$ cat config.mk
export PLATFORM = sky130hd
export DESIGN_NAME = prt_status_monitor
export DESIGN_NICKNAME = d
export VERILOG_FILES = /design/src/rtl/prt_pkg.sv /design/src/rtl/prt_throttle_meter.sv /design/src/rtl/prt_code_filter.sv /design/src/rtl/prt_status_monitor.sv
export SDC_FILE = /design/constraint.sdc
export NUM_CORES = 1
export LEC_CHECK = 0
export BUFFER_PORTS_ARGS = -buffer_cell sky130_fd_sc_hd__buf_2
export CAP_MARGIN = 20
export CORE_ASPECT_RATIO = 1.25
export CORE_UTILIZATION = 39
export DETAILED_ROUTE_END_ITERATION = 16
export PLACE_DENSITY = 0.56
export RECOVER_POWER = 50
export SETUP_SLACK_MARGIN = 0.1
export SLEW_MARGIN = 15
export SYNTH_ARGS = -nofsm -noshare
export SYNTH_HDL_FRONTEND = slang
export SYNTH_HIERARCHICAL = 1
export SYNTH_SLANG_ARGS = --single-unit
export TNS_END_PERCENT = 5
$ cat constraint.sdc
create_clock -name clock -period 5.9 [get_ports clock]
set_clock_uncertainty 0.05 [all_clocks]
set_input_delay 0.885 -clock clock [delete_from_list [all_inputs] [get_ports clock]]
set_output_delay 0.885 -clock clock [all_outputs]
set_load 0.03 [all_outputs]
$ cat src/rtl/prt_pkg.sv
// constants and types shared by the processor status monitor
package prt_pkg;

    // ==========================================================
    // register offsets
    localparam logic [7:0] ADDR_P1_CUR  = 8'h67;
    localparam logic [7:0] ADDR_P1_AVG  = 8'h68;
    localparam logic [7:0] ADDR_P2_CUR  = 8'h69;
    localparam logic [7:0] ADDR_P2_AVG  = 8'h6a;
    localparam logic [7:0] ADDR_GPI     = 8'h6b;
    localparam logic [7:0] ADDR_P1_CODE = 8'h6c;

    // ==========================================================
    // reset values
    localparam logic [7:0]  RST_BYTE  = 8'h00;
    localparam logic [15:0] RST_COUNT = 16'h0000;

    // ==========================================================
    // field layout of the code register
    localparam int CODE_SIX_MSB   = 5;
    localparam int CODE_SEVEN_MSB = 6;
    localparam int CODE_TOP_MSB   = 7;
    localparam int CODE_TOP_LSB   = 1;

    // ==========================================================
    // throttle measurement scale: 256 steps per interval
    localparam logic [7:0] LAST_SLOT = 8'hff;
    localparam logic [8:0] QUO_FULL  = 9'h100;
    localparam logic [7:0] VAL_MAX   = 8'hff;
    localparam logic [7:0] VAL_MIN   = 8'h01;

    // ==========================================================
    // code stability time
    localparam int CLOCK_PERIOD_NS = 10;
    localparam int STABLE_TIME_NS  = 600;
    localparam int STABLE_CYCLES   = (STABLE_TIME_NS + CLOCK_PERIOD_NS - 1) / CLOCK_PERIOD_NS;
    localparam logic [6:0] STABLE_LAST = 7'(STABLE_CYCLES - 1);

    // ==========================================================
    // code register layouts
    typedef enum logic [1:0] {
        LEGACY_SIX_BIT_MODE,
        LEGACY_EXTENDED_MODE,
        NEWER_REGULATOR_MODE_ONE,
        NEWER_REGULATOR_MODE_TWO
    } prt_mode_t;

endpackage : prt_pkg

$ cat src/rtl/prt_throttle_meter.sv
// one throttle channel: active-time fraction and running average
`timescale 1ns/1ns
module prt_throttle_meter
    import prt_pkg::*;
(
    // clock and reset
    input  wire logic        clock,
    input  wire logic        rst,
    // timing from the shared interval timer
    input  wire logic        activeSample,
    input  wire logic        restart,
    input  wire logic        intervalEnd,
    input  wire logic [15:0] stepLen,
    // results
    output logic      [7:0]  currentQ,
    output logic      [7:0]  averageQ
);

    logic [8:0]  quoQ, quoD;
    logic [15:0] remQ, remD;
    logic [7:0]  currentD, averageD, result;
    logic [8:0]  sum;
    logic [8:0]  quoAcc;
    logic [15:0] remAcc;

    // ==========================================================
    // accumulate samples, fold every stepLen into one step
    always_comb begin
        quoD     = quoQ;
        remD     = remQ;
        currentD = currentQ;
        averageD = averageQ;
        result   = RST_BYTE;
        sum      = 9'h000;
        if (activeSample) begin
            if (remQ + 16'h0001 >= stepLen) begin
                remD = RST_COUNT;
                quoD = (quoQ == QUO_FULL) ? quoQ : quoQ + 9'h001;
            end else begin
                remD = remQ + 16'h0001;
            end
        end
        // counts after this sample, before any clear
        quoAcc = quoD;
        remAcc = remD;
        // n means n/256, a partial first step reads one
        if (quoD >= QUO_FULL) result = VAL_MAX;
        else if (quoD == 9'h000 && remD != RST_COUNT) result = VAL_MIN;
        else result = quoD[7:0];
        sum = {1'b0, averageQ} + {1'b0, result};
        if (restart) begin
            quoD = 9'h000;
            remD = RST_COUNT;
        end else if (intervalEnd) begin
            currentD = result;
            averageD = sum[8:1];
            quoD     = 9'h000;
            remD     = RST_COUNT;
        end
    end

    // register stage
    always_ff @(posedge clock) begin
        if (rst) begin
            quoQ     <= 9'h000;
            remQ     <= RST_COUNT;
            currentQ <= RST_BYTE;
            averageQ <= RST_BYTE;
        end else begin
            quoQ     <= quoD;
            remQ     <= remD;
            currentQ <= currentD;
            averageQ <= averageD;
        end
    end

    // ==========================================================
    // checks
    avg_update_a: assert property (@(posedge clock) disable iff (rst)
        intervalEnd && !restart |=>
        averageQ == 8'((9'($past(averageQ)) + 9'(currentQ)) >> 1))
        else $error("average is not half of old average plus current");
    avg_timing_a: assert property (@(posedge clock) disable iff (rst)
        !$stable(averageQ) |-> $past(intervalEnd) && !$past(restart))
        else $error("average moved outside an interval end");
    min_step_a: assert property (@(posedge clock) disable iff (rst)
        intervalEnd && !restart && quoAcc == 9'h000 && remAcc != RST_COUNT |=>
        currentQ == VAL_MIN)
        else $error("small nonzero active time did not read one");
    write_keep_a: assert property (@(posedge clock) disable iff (rst)
        restart |=> currentQ == $past(currentQ) && quoQ == 9'h000)
        else $error("restart altered current value or kept samples");
    idle_hold_a: assert property (@(posedge clock) disable iff (rst)
        !activeSample && !restart && !intervalEnd |=>
        quoQ == $past(quoQ) && remQ == $past(remQ))
        else $error("inactive sample changed the count");
    active_step_a: assert property (@(posedge clock) disable iff (rst)
        activeSample && !restart && !intervalEnd && quoQ != QUO_FULL |=>
        quoQ != $past(quoQ) || remQ != $past(remQ))
        else $error("active sample was not counted");

endmodule : prt_throttle_meter

$ cat src/rtl/prt_code_filter.sv
// stability filter for the voltage identification pins
`timescale 1ns/1ns
module prt_code_filter
    import prt_pkg::*;
(
    // clock and reset
    input  wire logic       clock,
    input  wire logic       rst,
    // pins and filtered code
    input  wire logic [7:0] rawCode,
    output logic      [7:0] stableQ
);

    logic [7:0] prevQ, prevD, stableD;
    logic [6:0] countQ, countD;

    // ==========================================================
    // count cycles of unchanged pins, load once the time is met
    always_comb begin
        prevD   = rawCode;
        stableD = stableQ;
        if (rawCode != prevQ) countD = 7'h00;
        else if (countQ == STABLE_LAST) countD = countQ;
        else countD = countQ + 7'h01;
        if (countD == STABLE_LAST && countQ != STABLE_LAST) stableD = rawCode;
    end

    // register stage
    always_ff @(posedge clock) begin
        if (rst) begin
            prevQ   <= RST_BYTE;
            countQ  <= 7'h00;
            stableQ <= RST_BYTE;
        end else begin
            prevQ   <= prevD;
            countQ  <= countD;
            stableQ <= stableD;
        end
    end

    // ==========================================================
    // checks
    stable_load_a: assert property (@(posedge clock) disable iff (rst)
        !$stable(stableQ) |-> $past(countQ) == 7'(STABLE_CYCLES - 2)
        && stableQ == $past(rawCode))
        else $error("code loaded before the stability time");
    glitch_hold_a: assert property (@(posedge clock) disable iff (rst)
        rawCode != prevQ |=> $stable(stableQ))
        else $error("code moved on a changing pin sample");

endmodule : prt_code_filter

$ cat src/rtl/prt_status_monitor.sv
// processor status monitor: throttle time, input levels, voltage code
`timescale 1ns/1ns

// Notes on behaviour
// - each average becomes (old average plus current value) halved
// - average updates in the same cycle as its current value
// - second current value loads its active fraction at each interval end
// - writing a current register keeps contents, restarts both intervals
// - value n means n/256; nonzero time below one step reads one
// - input state bit is one while its pin is low, live
// - mode field picks the layout of the code register
// - six-bit legacy mode shows code 5:0, bits 7:6 zero
// - extended and newer mode one show code 6:0, bit 7 zero
// - newer mode two shows code 7:1 in bits 7:1, bit 0 zero
// - code register loads only after pins hold for 600 ns
// - first current value behaves like the second one
module prt_status_monitor
    import prt_pkg::*;
(
    // clock and reset
    input  wire logic        clock,
    input  wire logic        rst,
    // monitored pins
    input  wire logic        proc1ThrottleInN,
    input  wire logic        proc2ThrottleInN,
    input  wire logic [7:0]  generalInput,
    input  wire logic [7:0]  proc1VoltageCode,
    // settings held by registers outside this block
    input  wire logic [15:0] intervalStepCycles,
    input  wire logic [1:0]  codeMode,
    // register port
    input  wire logic        regWrEn,
    input  wire logic        regRdEn,
    input  wire logic [7:0]  regAddr,
    input  wire logic [7:0]  regWrData,
    output logic      [7:0]  regRdData,
    output logic             regRdValid
);

    // ==========================================================
    // helper functions

    // a write here restarts both throttle intervals
    function automatic logic isRestartAddr(input logic [7:0] addr);
        isRestartAddr = (addr == ADDR_P1_CUR) || (addr == ADDR_P2_CUR);
    endfunction : isRestartAddr

    // place the filtered code in the layout of the chosen mode
    function automatic logic [7:0] mapCode(input logic [1:0] mode, input logic [7:0] code);
        logic [7:0] outCode;
        outCode = RST_BYTE;
        case (prt_mode_t'(mode))
            LEGACY_SIX_BIT_MODE: begin
                outCode = {2'b00, code[CODE_SIX_MSB:0]};
            end
            LEGACY_EXTENDED_MODE, NEWER_REGULATOR_MODE_ONE: begin
                outCode = {1'b0, code[CODE_SEVEN_MSB:0]};
            end
            NEWER_REGULATOR_MODE_TWO: begin
                outCode = {code[CODE_TOP_MSB:CODE_TOP_LSB], 1'b0};
            end
            default: begin
                outCode = RST_BYTE;
            end
        endcase
        mapCode = outCode;
    endfunction : mapCode

    // ==========================================================
    // declarations
    logic        restart;
    logic [15:0] stepLen;
    logic [15:0] stepCntQ, stepCntD;
    logic [7:0]  slotCntQ, slotCntD;
    logic        stepDone;
    logic        intervalEnd;
    logic [1:0]  throttleActive;
    logic [7:0]  currentVal [2];
    logic [7:0]  averageVal [2];
    logic [7:0]  stableCode;
    logic [7:0]  rdDataQ, rdDataD;
    logic        rdValidQ, rdValidD;

    // ==========================================================
    // register writes
    // contents are read-only; only the restart side effect remains
    assign restart = regWrEn && isRestartAddr(regAddr);

    // ==========================================================
    // interval timer, shared by both channels
    // an interval is 256 steps of stepLen clock cycles each
    assign stepLen  = (intervalStepCycles == RST_COUNT) ? 16'h0001 : intervalStepCycles;
    assign stepDone = (stepCntQ + 16'h0001 >= stepLen);
    // a restart in the last cycle wins over the interval end
    assign intervalEnd = stepDone && (slotCntQ == LAST_SLOT) && !restart;

    // next timer values
    always_comb begin
        stepCntD = stepCntQ;
        slotCntD = slotCntQ;
        if (restart) begin
            stepCntD = RST_COUNT;
            slotCntD = RST_BYTE;
        end else if (stepDone) begin
            stepCntD = RST_COUNT;
            slotCntD = slotCntQ + 8'h01;
        end else begin
            stepCntD = stepCntQ + 16'h0001;
        end
    end

    // timer registers
    always_ff @(posedge clock) begin
        if (rst) begin
            stepCntQ <= RST_COUNT;
            slotCntQ <= RST_BYTE;
        end else begin
            stepCntQ <= stepCntD;
            slotCntQ <= slotCntD;
        end
    end

    // ==========================================================
    // throttle channels
    // inputs are low-active, so a low pin is an active sample
    assign throttleActive = ~{proc2ThrottleInN, proc1ThrottleInN};

    // one meter per processor, same timing for both
    generate
        for (genvar ch = 0; ch < 2; ch++) begin : gen_meter
            prt_throttle_meter u_meter (
                .clock        (clock),
                .rst          (rst),
                .activeSample (throttleActive[ch]),
                .restart      (restart),
                .intervalEnd  (intervalEnd),
                .stepLen      (stepLen),
                .currentQ     (currentVal[ch]),
                .averageQ     (averageVal[ch])
            );
        end
    endgenerate

    // ==========================================================
    // voltage code filter for the first processor
    prt_code_filter u_code (
        .clock   (clock),
        .rst     (rst),
        .rawCode (proc1VoltageCode),
        .stableQ (stableCode)
    );

    // ==========================================================
    // register reads
    // data is captured on the read strobe and held until the next
    always_comb begin
        rdDataD  = rdDataQ;
        rdValidD = regRdEn;
        if (regRdEn) begin
            case (regAddr)
                ADDR_P1_CUR:  rdDataD = currentVal[0];
                ADDR_P1_AVG:  rdDataD = averageVal[0];
                ADDR_P2_CUR:  rdDataD = currentVal[1];
                ADDR_P2_AVG:  rdDataD = averageVal[1];
                ADDR_GPI:     rdDataD = ~generalInput;
                ADDR_P1_CODE: rdDataD = mapCode(codeMode, stableCode);
                default:      rdDataD = RST_BYTE;
            endcase
        end
    end

    // read registers
    always_ff @(posedge clock) begin
        if (rst) begin
            rdDataQ  <= RST_BYTE;
            rdValidQ <= 1'b0;
        end else begin
            rdDataQ  <= rdDataD;
            rdValidQ <= rdValidD;
        end
    end

    assign regRdData  = rdDataQ;
    assign regRdValid = rdValidQ;

    // ==========================================================
    // checks on the interval timer
    interval_end_a: assert property (@(posedge clock) disable iff (rst)
        intervalEnd |-> slotCntQ == LAST_SLOT && stepCntQ == stepLen - 16'h0001)
        else $error("interval ended before its last step");

    restart_clear_a: assert property (@(posedge clock) disable iff (rst)
        restart |=> slotCntQ == RST_BYTE && stepCntQ == RST_COUNT)
        else $error("write to a current register did not restart timing");

    both_load_a: assert property (@(posedge clock) disable iff (rst)
        !$stable(currentVal[0]) || !$stable(currentVal[1]) |-> $past(intervalEnd))
        else $error("current value moved outside an interval end");

    sample_count_a: assert property (@(posedge clock) disable iff (rst)
        restart ##1 (proc2ThrottleInN && !restart && !intervalEnd) [*8] |=>
        currentVal[1] == $past(currentVal[1], 9))
        else $error("idle throttle input changed the current value");

    // ==========================================================
    // checks on register reads
    gpi_level_a: assert property (@(posedge clock) disable iff (rst)
        regRdEn && regAddr == ADDR_GPI |=> regRdData == ~$past(generalInput) && regRdValid)
        else $error("input state did not show inverted live pins");

    code_six_a: assert property (@(posedge clock) disable iff (rst)
        regRdEn && regAddr == ADDR_P1_CODE && codeMode == 2'b00 |=>
        regRdData == {2'b00, $past(stableCode[5:0])})
        else $error("six-bit layout is wrong");

    code_seven_a: assert property (@(posedge clock) disable iff (rst)
        regRdEn && regAddr == ADDR_P1_CODE && (codeMode == 2'b01 || codeMode == 2'b10) |=>
        regRdData == {1'b0, $past(stableCode[6:0])})
        else $error("seven-bit layout is wrong");

    code_top_a: assert property (@(posedge clock) disable iff (rst)
        regRdEn && regAddr == ADDR_P1_CODE && codeMode == 2'b11 |=>
        regRdData == {$past(stableCode[7:1]), 1'b0})
        else $error("upper seven-bit layout is wrong");

    mode_select_a: assert property (@(posedge clock) disable iff (rst)
        regRdEn && regAddr == ADDR_P1_CODE |=>
        regRdData == mapCode($past(codeMode), $past(stableCode)))
        else $error("code layout does not follow the mode field");

    unmapped_zero_a: assert property (@(posedge clock) disable iff (rst)
        regRdEn && (regAddr < ADDR_P1_CUR || regAddr > ADDR_P1_CODE) |=>
        regRdData == RST_BYTE)
        else $error("unmapped address did not read zero");

    // ==========================================================
    // checks on the register port
    rd_valid_a: assert property (@(posedge clock) disable iff (rst)
        regRdEn |=> regRdValid)
        else $error("read strobe gave no valid pulse");

    rd_pulse_a: assert property (@(posedge clock) disable iff (rst)
        !regRdEn |=> !regRdValid)
        else $error("valid pulse without a read strobe");

    rd_hold_a: assert property (@(posedge clock) disable iff (rst)
        !regRdEn |=> $stable(regRdData))
        else $error("read data moved without a read strobe");

    write_quiet_a: assert property (@(posedge clock) disable iff (rst)
        regWrEn && !regRdEn |=> $stable(regRdData) && !regRdValid)
        else $error("write disturbed the read port");

    // ==========================================================
    // checks on timer stepping
    step_hold_a: assert property (@(posedge clock) disable iff (rst)
        !restart && !stepDone |=> slotCntQ == $past(slotCntQ)
        && stepCntQ == $past(stepCntQ) + 16'h0001)
        else $error("step counter did not advance");

    slot_next_a: assert property (@(posedge clock) disable iff (rst)
        !restart && stepDone |=> stepCntQ == RST_COUNT
        && slotCntQ == $past(slotCntQ) + 8'h01)
        else $error("slot counter did not advance after a step");

    restart_keep_a: assert property (@(posedge clock) disable iff (rst)
        restart |=> $stable(averageVal[0]) && $stable(averageVal[1])
        && $stable(currentVal[0]) && $stable(currentVal[1]))
        else $error("write to a current register changed a result");

    // ==========================================================
    // check helper: cycles since the last restart or interval end
    // wide enough for 256 steps of the longest step length
    logic [23:0] sinceQ, sinceD;

    // count every cycle, clear where a new interval begins
    always_comb begin
        sinceD = sinceQ + 24'h00_0001;
        if (restart || intervalEnd) begin
            sinceD = 24'h00_0000;
        end
    end

    // helper register
    always_ff @(posedge clock) begin
        if (rst) begin
            sinceQ <= 24'h00_0000;
        end else begin
            sinceQ <= sinceD;
        end
    end

    interval_len_a: assert property (@(posedge clock) disable iff (rst)
        intervalEnd |-> sinceQ == {stepLen, 8'h00} - 24'h00_0001)
        else $error("interval ended early");

    interval_due_a: assert property (@(posedge clock) disable iff (rst)
        !restart && sinceQ == {stepLen, 8'h00} - 24'h00_0001 |-> intervalEnd)
        else $error("interval end is late");

endmodule : prt_status_monitor

Word-level counts from Yosys, hierarchy flattened
Index checks and enable logic that the tools add are counted.

word-level totals
  flip-flop bits (word level) = 138
  output and inout bits = 9

cells by class
  add/subtract/negate cells = 9
  order comparisons = 5
  equality and inequality tests = 16
  mux-type cells = 19
  bitwise operators = 3
  reduce and logical (&&, ||, !) cells = 19

operators with widths
  kind                     count
  $mux W16                 5
  $mux W9                  6
  $add A16 B1 Y16 const B  3
  $eq A8 B7 Y1 const B     6
  $ge A16 B16 Y1           3
  $pmux W8 S6              1
  $mux W8                  4
  $reduce_bool A16 Y1      2
  $pmux W8 S3              1
  $add A8 B8 Y9            2
  $add A9 B1 Y9 const B    2
  $eq A9 B9 Y1 const B     2
  $ge A9 B9 Y1 const B     2
  $logic_not A9 Y1         2
  $logic_not A16 Y1        1
  $eq A7 B6 Y1 const B     2
  $mux W7                  2
  $add A8 B1 Y8 const B    1
  $eq A8 B8 Y1 const B     1
  $ne A8 B8 Y1             1
  $not A8 Y8               1
  $add A7 B1 Y7 const B    1
  $ne A7 B6 Y1 const B     1
  $logic_and A1 B1 Y1      6
  other kinds (10)         13

Logic depth before layout (Yosys ltp)
  depth in word-level cells = 10
  depth in mapped cells = 24

By module
Netlist, hierarchy kept.

modules (own cells, without submodules)
  module                                      instances  cells each  area each (µm²)
  prt_throttle_meter at gen_meter[0].u_meter  1          418         3215.6
  prt_throttle_meter at gen_meter[1].u_meter  1          417         3113.0
  prt_status_monitor                          1          294         2446.1
  prt_code_filter                             1          100         1049.8

Least setup slack after synthesis
No wires, ideal clock.

  path kind = reg-to-reg
  from = register gen_meter[0].u_meter.remQ[1]
  to = register gen_meter[0].u_meter.averageQ[7]
  library setup time = 0.134 ns
  arrival time = 5.393 ns
  setup slack = 0.324 ns
  cell stages (with the launch flop) = 23
  buffers on the path = 1
  clock period less this slack = 5.576 ns
  cell sequence = dfxtp_1 -> ha_1 -> nand4_1 -> nor4_1 -> xor2_1 -> ha_1 -> nand4_2 -> or3_1 -> or4_4 -> buf_6 -> a311oi_4 -> mux2i_1 -> nor4_2 -> a31oi_1 -> and2b_2 -> fa_1 -> a21o_1 -> a21o_1 -> a21o_1 -> a21oi_1 -> nor2b_1 -> o21ai_0 -> a211oi_1

on the way
  word-level cells in the longest chain between the ends = 9
  elaborated cells between the ends (all ways) = 13
  those cells by class = add/sub: 2; order compare: 2; mux: 6; reduce/logical: 3

RTL lines
  element                                                                  RTL line                  RTL
  start, declared                                                          prt_throttle_meter.sv:20  logic [15:0] remQ, remD;
  start signal, assigned                                                   prt_throttle_meter.sv:71  remQ <= remD;
  parallel branches: the longest is 7 deep, another holds $add A16 B1 Y16  --
  $mux W8 (*)                                                              prt_throttle_meter.sv:47  if (quoD >= QUO_FULL) result = VAL_MAX;
  named net gen_meter[0].u_meter.result[7]                                 prt_throttle_meter.sv:21  logic [7:0] currentD, averageD, result;
  $add A8 B8 Y9 (*)                                                        prt_throttle_meter.sv:50  sum = {1'b0, averageQ} + {1'b0, result};
  end signal, assigned                                                     prt_throttle_meter.sv:73  averageQ <= averageD;
  end, declared                                                            prt_throttle_meter.sv:16  output logic [7:0] averageQ

Mark *: on every way through the listed nets, which the timed path passes.
A chain may end at the register's enable or synchronous reset.

Worst setup path in the final report
  from = register gen_meter[1].u_meter.remQ[0]
  to = register gen_meter[1].u_meter.averageQ[7]

on the way
  word-level cells in the longest chain between the ends = 9
  elaborated cells between the ends (all ways) = 13
  those cells by class = add/sub: 2; order compare: 2; mux: 6; reduce/logical: 3

RTL lines
  element                                                                  RTL line
  start, declared                                                          prt_throttle_meter.sv:20
  start signal, assigned                                                   prt_throttle_meter.sv:71
  parallel branches: the longest is 7 deep, another holds $add A16 B1 Y16  --
  $mux W8 (*)                                                              prt_throttle_meter.sv:47
  named net gen_meter[1].u_meter.result[7]                                 prt_throttle_meter.sv:21
  $add A8 B8 Y9 (*)                                                        prt_throttle_meter.sv:50
  end signal, assigned                                                     prt_throttle_meter.sv:73
  end, declared                                                            prt_throttle_meter.sv:16

Marked as above.

==> run metrics <==
wire length on met2 12.7 mm; placed insts between 1.5k and 2k; Placement Setup Slack 0.104 ns; synthesis-stage register bit count about 140; most frequent cells in the layout nand2_1 (140), dfxtp_1 (132), nor2_1 (95); post-synthesis sequential area ratio 28.1%; Max Cap Viol 1; setup repair after global routing missed its margin true; I/O Buffers 56; vias in the first global route roughly 8.4k; GRT Util Overall 20.1%; maximum buffer depth of the clock tree 2; Worst-Skew Late Latency 0.42 ns; LEAKAGE 4.73 nW; part of the power in registers 43.3%; first drt pass iteration count 8; initial core utilization about two fifths; CP Max Fanout 7; cell mode on critical path a21o_1; Final period util 95.4%; post-synthesis compound-gate area fraction 15.4%; Post-Synth Adder-Cell Area 9.96%; Post-synth EDFFs 0; CTS tree yes; failing checks capacitance limit, slew limit; Vias roughly 8.7k; # nets final 1418; Hold Vio Cnt, Final 0; Layout area overhead 13.4%; worst slew pin tran 2.24 ns; CP delay by family, top simple AND/OR/NAND/NOR gates; largest family of logic cells by synthesized area simple AND/OR/NAND/NOR gates; cts hold-fix bufs 0; Final Setup Violations 0; placer congestion estimate 0.862; Sw Share 24.9%; Crit path arrival time roughly 5.8 ns; Met1 Routed Length approximately 11 mm; combinational power share 8.1%; routed vias/inst 5.36; final max-slew violation count 51; share of cells above drive strength 1 14.3%; drt wl/cell 15.6 um; DRT Wirelength 25.4 mm; Root Buffer clkbuf_16; syn_area_per_cell 7.99 um2; I/O pin count 65; distinct cell type count after synthesis 91; metal3 WL between 700 and 800 um; most used flip-flop cell after synthesis dfxtp_1; CP Capture Type flip-flop; most common cell after layout, fill and taps aside nand2_1; PnR worst setup slack around 0.27 ns; Cell Area, Synth 0.00982 mm2; slowest stage delay, CP around 0.52 ns; worst min path class reg2reg; internal power 1.65 mW; Post-Syn Nets 1362; top sig layer met4; die area 0.0258 mm2; largest net degree at the start of global routing 51; Yosys warning total 6; R2R Setup Slk 0.27 ns; clock share of power 48.7%; chip width between 100 and 150 um; Core Area ~0.025 mm2; CTS sink cnt 138; first-pass GRT wire length around 42 mm; CTS clk-pin slew, worst paths 0.06 ns; drc violations 0; Psw between 0.5 and 0.6 mW; XOR/XNOR Fraction of Synth Area 7.49%; slowest CP cell or4_4; kind of critical path reg2reg; Buf+Inv Stages, Crit Path 0; grt total ovfl 0; CP Cell Sequence ha_1 -> nand4_1 -> or2_4 -> nor2_1 -> xnor2_1 -> ha_1 -> nand4_1 -> or3_1 -> or4_4 -> a311oi_4 -> mux2i_2 -> nor4_2 -> a31o_2 -> and2_1 -> fa_1 -> a21o_1 -> a21o_1 -> a21o_1 -> a21oi_2 -> nor2b_1 -> o21ai_0 -> a211oi_1; post-synthesis mux area share under 10%; Worst VDD drop 0.223 mV; H-Tree Depth 4; Mapped Cells 1229; initial antenna violation count 1; Post-DRT Antenna Nets 0; fillers 2536; relative slew slack -49.6%; DP HPWL a little under 20 mm; Synth Area in Simple Gates approximately 28%; TritonCTS buffer count 17; Final Critical Period around 5.6 ns; outcome finished, violations left; max frequency 178 MHz; row cnt 64; Worst Path Required 6.10 ns; starting DRC count in detailed routing between 500 and 600; Fin Setup TNS 0 ns; CP startpoint kind flip-flop; final cell count without fillers 1629; die height about 180 um; async set-reset flop share out of synthesis 0%; P per Cell Area 197 mW/mm2
==> registers in the layout (all words and copies together), names as in the netlist, 8 cells and up <==
| signal | cells |
|---|---|
| regRdData | 8 |
| gen_meter.u_meter/quoQ | 18 |
| u_code/prevQ | 8 |
| stepCntQ | 16 |
| gen_meter.u_meter/currentQ | 16 |
| gen_meter.u_meter/remQ | 32 |
| u_code/stableQ | 8 |
| slotCntQ | 8 |
| gen_meter.u_meter/averageQ | 16 |
==> logic make-up after synthesis <==
family          count (synthesis)
mux                            32
simple gates                  522
flops                         138
compound gates                221
xor+xnor                       84
fa+ha+maj                      77
buf+inv                       155
==> Yosys cell counts, types with 5 or more instances <==
cell      instances  area, um2
nand2_1         140        526
dfxtp_1         138       2760
nor2_1           95        357
a21oi_1          87        435
inv_1            80        300
ha_1             75        938
nand3_1          59        295
clkbuf_1         56        210
xnor2_1          42        368
xor2_1           42        368
nor3_1           39        195
nor2b_1          35        219
o21ai_0          27        135
nor4_1           26        163
nand4_1          25        156
mux2i_1          23        230
nand2b_1         16        100
a21o_1           15        113
a311oi_1         12        105
and3_1           12       75.1
or3_1            11       68.8
or4_1             9       67.6
a211oi_1          8       60.1
a31oi_1           8       50.1
buf_6             8       90.1
mux2_4            8        120
a22oi_1           6       45.0
and2_1            6       37.5
o211ai_1          6       45.0
buf_1             5       18.8
nand3b_1          5       37.5
nor4_4            5        106
or2_2             5       31.3
==> area by class of cell <==
class / count / area, um2 / share of cell area, %
Multi-Input combinational cell: 936 / 6390 / 57.4
Sequential cell: 138 / 2770 / 24.9
Timing Repair Buffer: 111 / 673 / 6.04
Clock buffer: 19 / 443 / 3.98
Tap cell: 330 / 413 / 3.71
Inverter: 81 / 304 / 2.73
Clock inverter: 13 / 143 / 1.28
Antenna cell: 1 / 2.50 / 0.0225
==> routing by layer <==
| metal | global-route usage (%) | vias up |
|---|---|---|
| li1 | - | 4461 |
| met1 | 24.1 | 4057 |
| met2 | 35.6 | 176 |
| met3 | 3.17 | 33 |
| met4 | 7.11 | 0 |
| met5 | 0 | - |
==> what timing repair did <==
item	in CTS	in global routing
endpoints found under the setup margin	1	6
buffers inserted	3	4
pin swaps	0	6
resized for setup	1	14
cloned	0	0
==> final timing paths <==
path | depth (start not counted) | start | to
worst min register to register | 2 | gen_meter[1].u_meter/currentQ[1] | gen_meter[1].u_meter/currentQ[1]
worst min-delay path | 2 | gen_meter[1].u_meter/currentQ[1] | gen_meter[1].u_meter/currentQ[1]
worst max-delay path | 22 | gen_meter[1].u_meter/remQ[0] | gen_meter[1].u_meter/averageQ[7]
worst max register to register | 22 | gen_meter[1].u_meter/remQ[0] | gen_meter[1].u_meter/averageQ[7]
==> stage by stage <==
step / total power [mW] / cell area, um2 / hold slack (ns) / util, %
5_1_grt: 2.28 / 11100 / 0.423 / 45.3
6_report: 2.19 / 11100 / 0.408 / 45.3
3_5_place_dp: 1.15 / 10500 / 0.398 / 42.7
2_1_floorplan: 1.08 / 9820 / 0.386 / -
3_3_place_gp: 1.15 / 10500 / 0.399 / 42.7
4_1_cts: 2.22 / 11100 / 0.407 / 45.2
==> worst reg2reg max path, delay by kind of cell, from the launching register on <==
family | cells | cell delay (ns)
fa+ha+maj | 3 | 0.89
compound gates | 8 | 1.60
simple gates | 9 | 2.10
flops | 1 | 0.38
mux | 1 | 0.31
xor+xnor | 1 | 0.14
==> power by group through the flow <==
stage                     Combinational (mW)  Sequential, mW  Clock (mW)
final                                  0.177           0.948        1.07
after CTS                              0.180           0.948        1.09
after global placement                 0.177           0.968           0
after detailed placement               0.179           0.969           0
after global routing                   0.197           0.949        1.13
after floorplan                        0.110           0.974           0
Power figures use the tool's default switching activity.
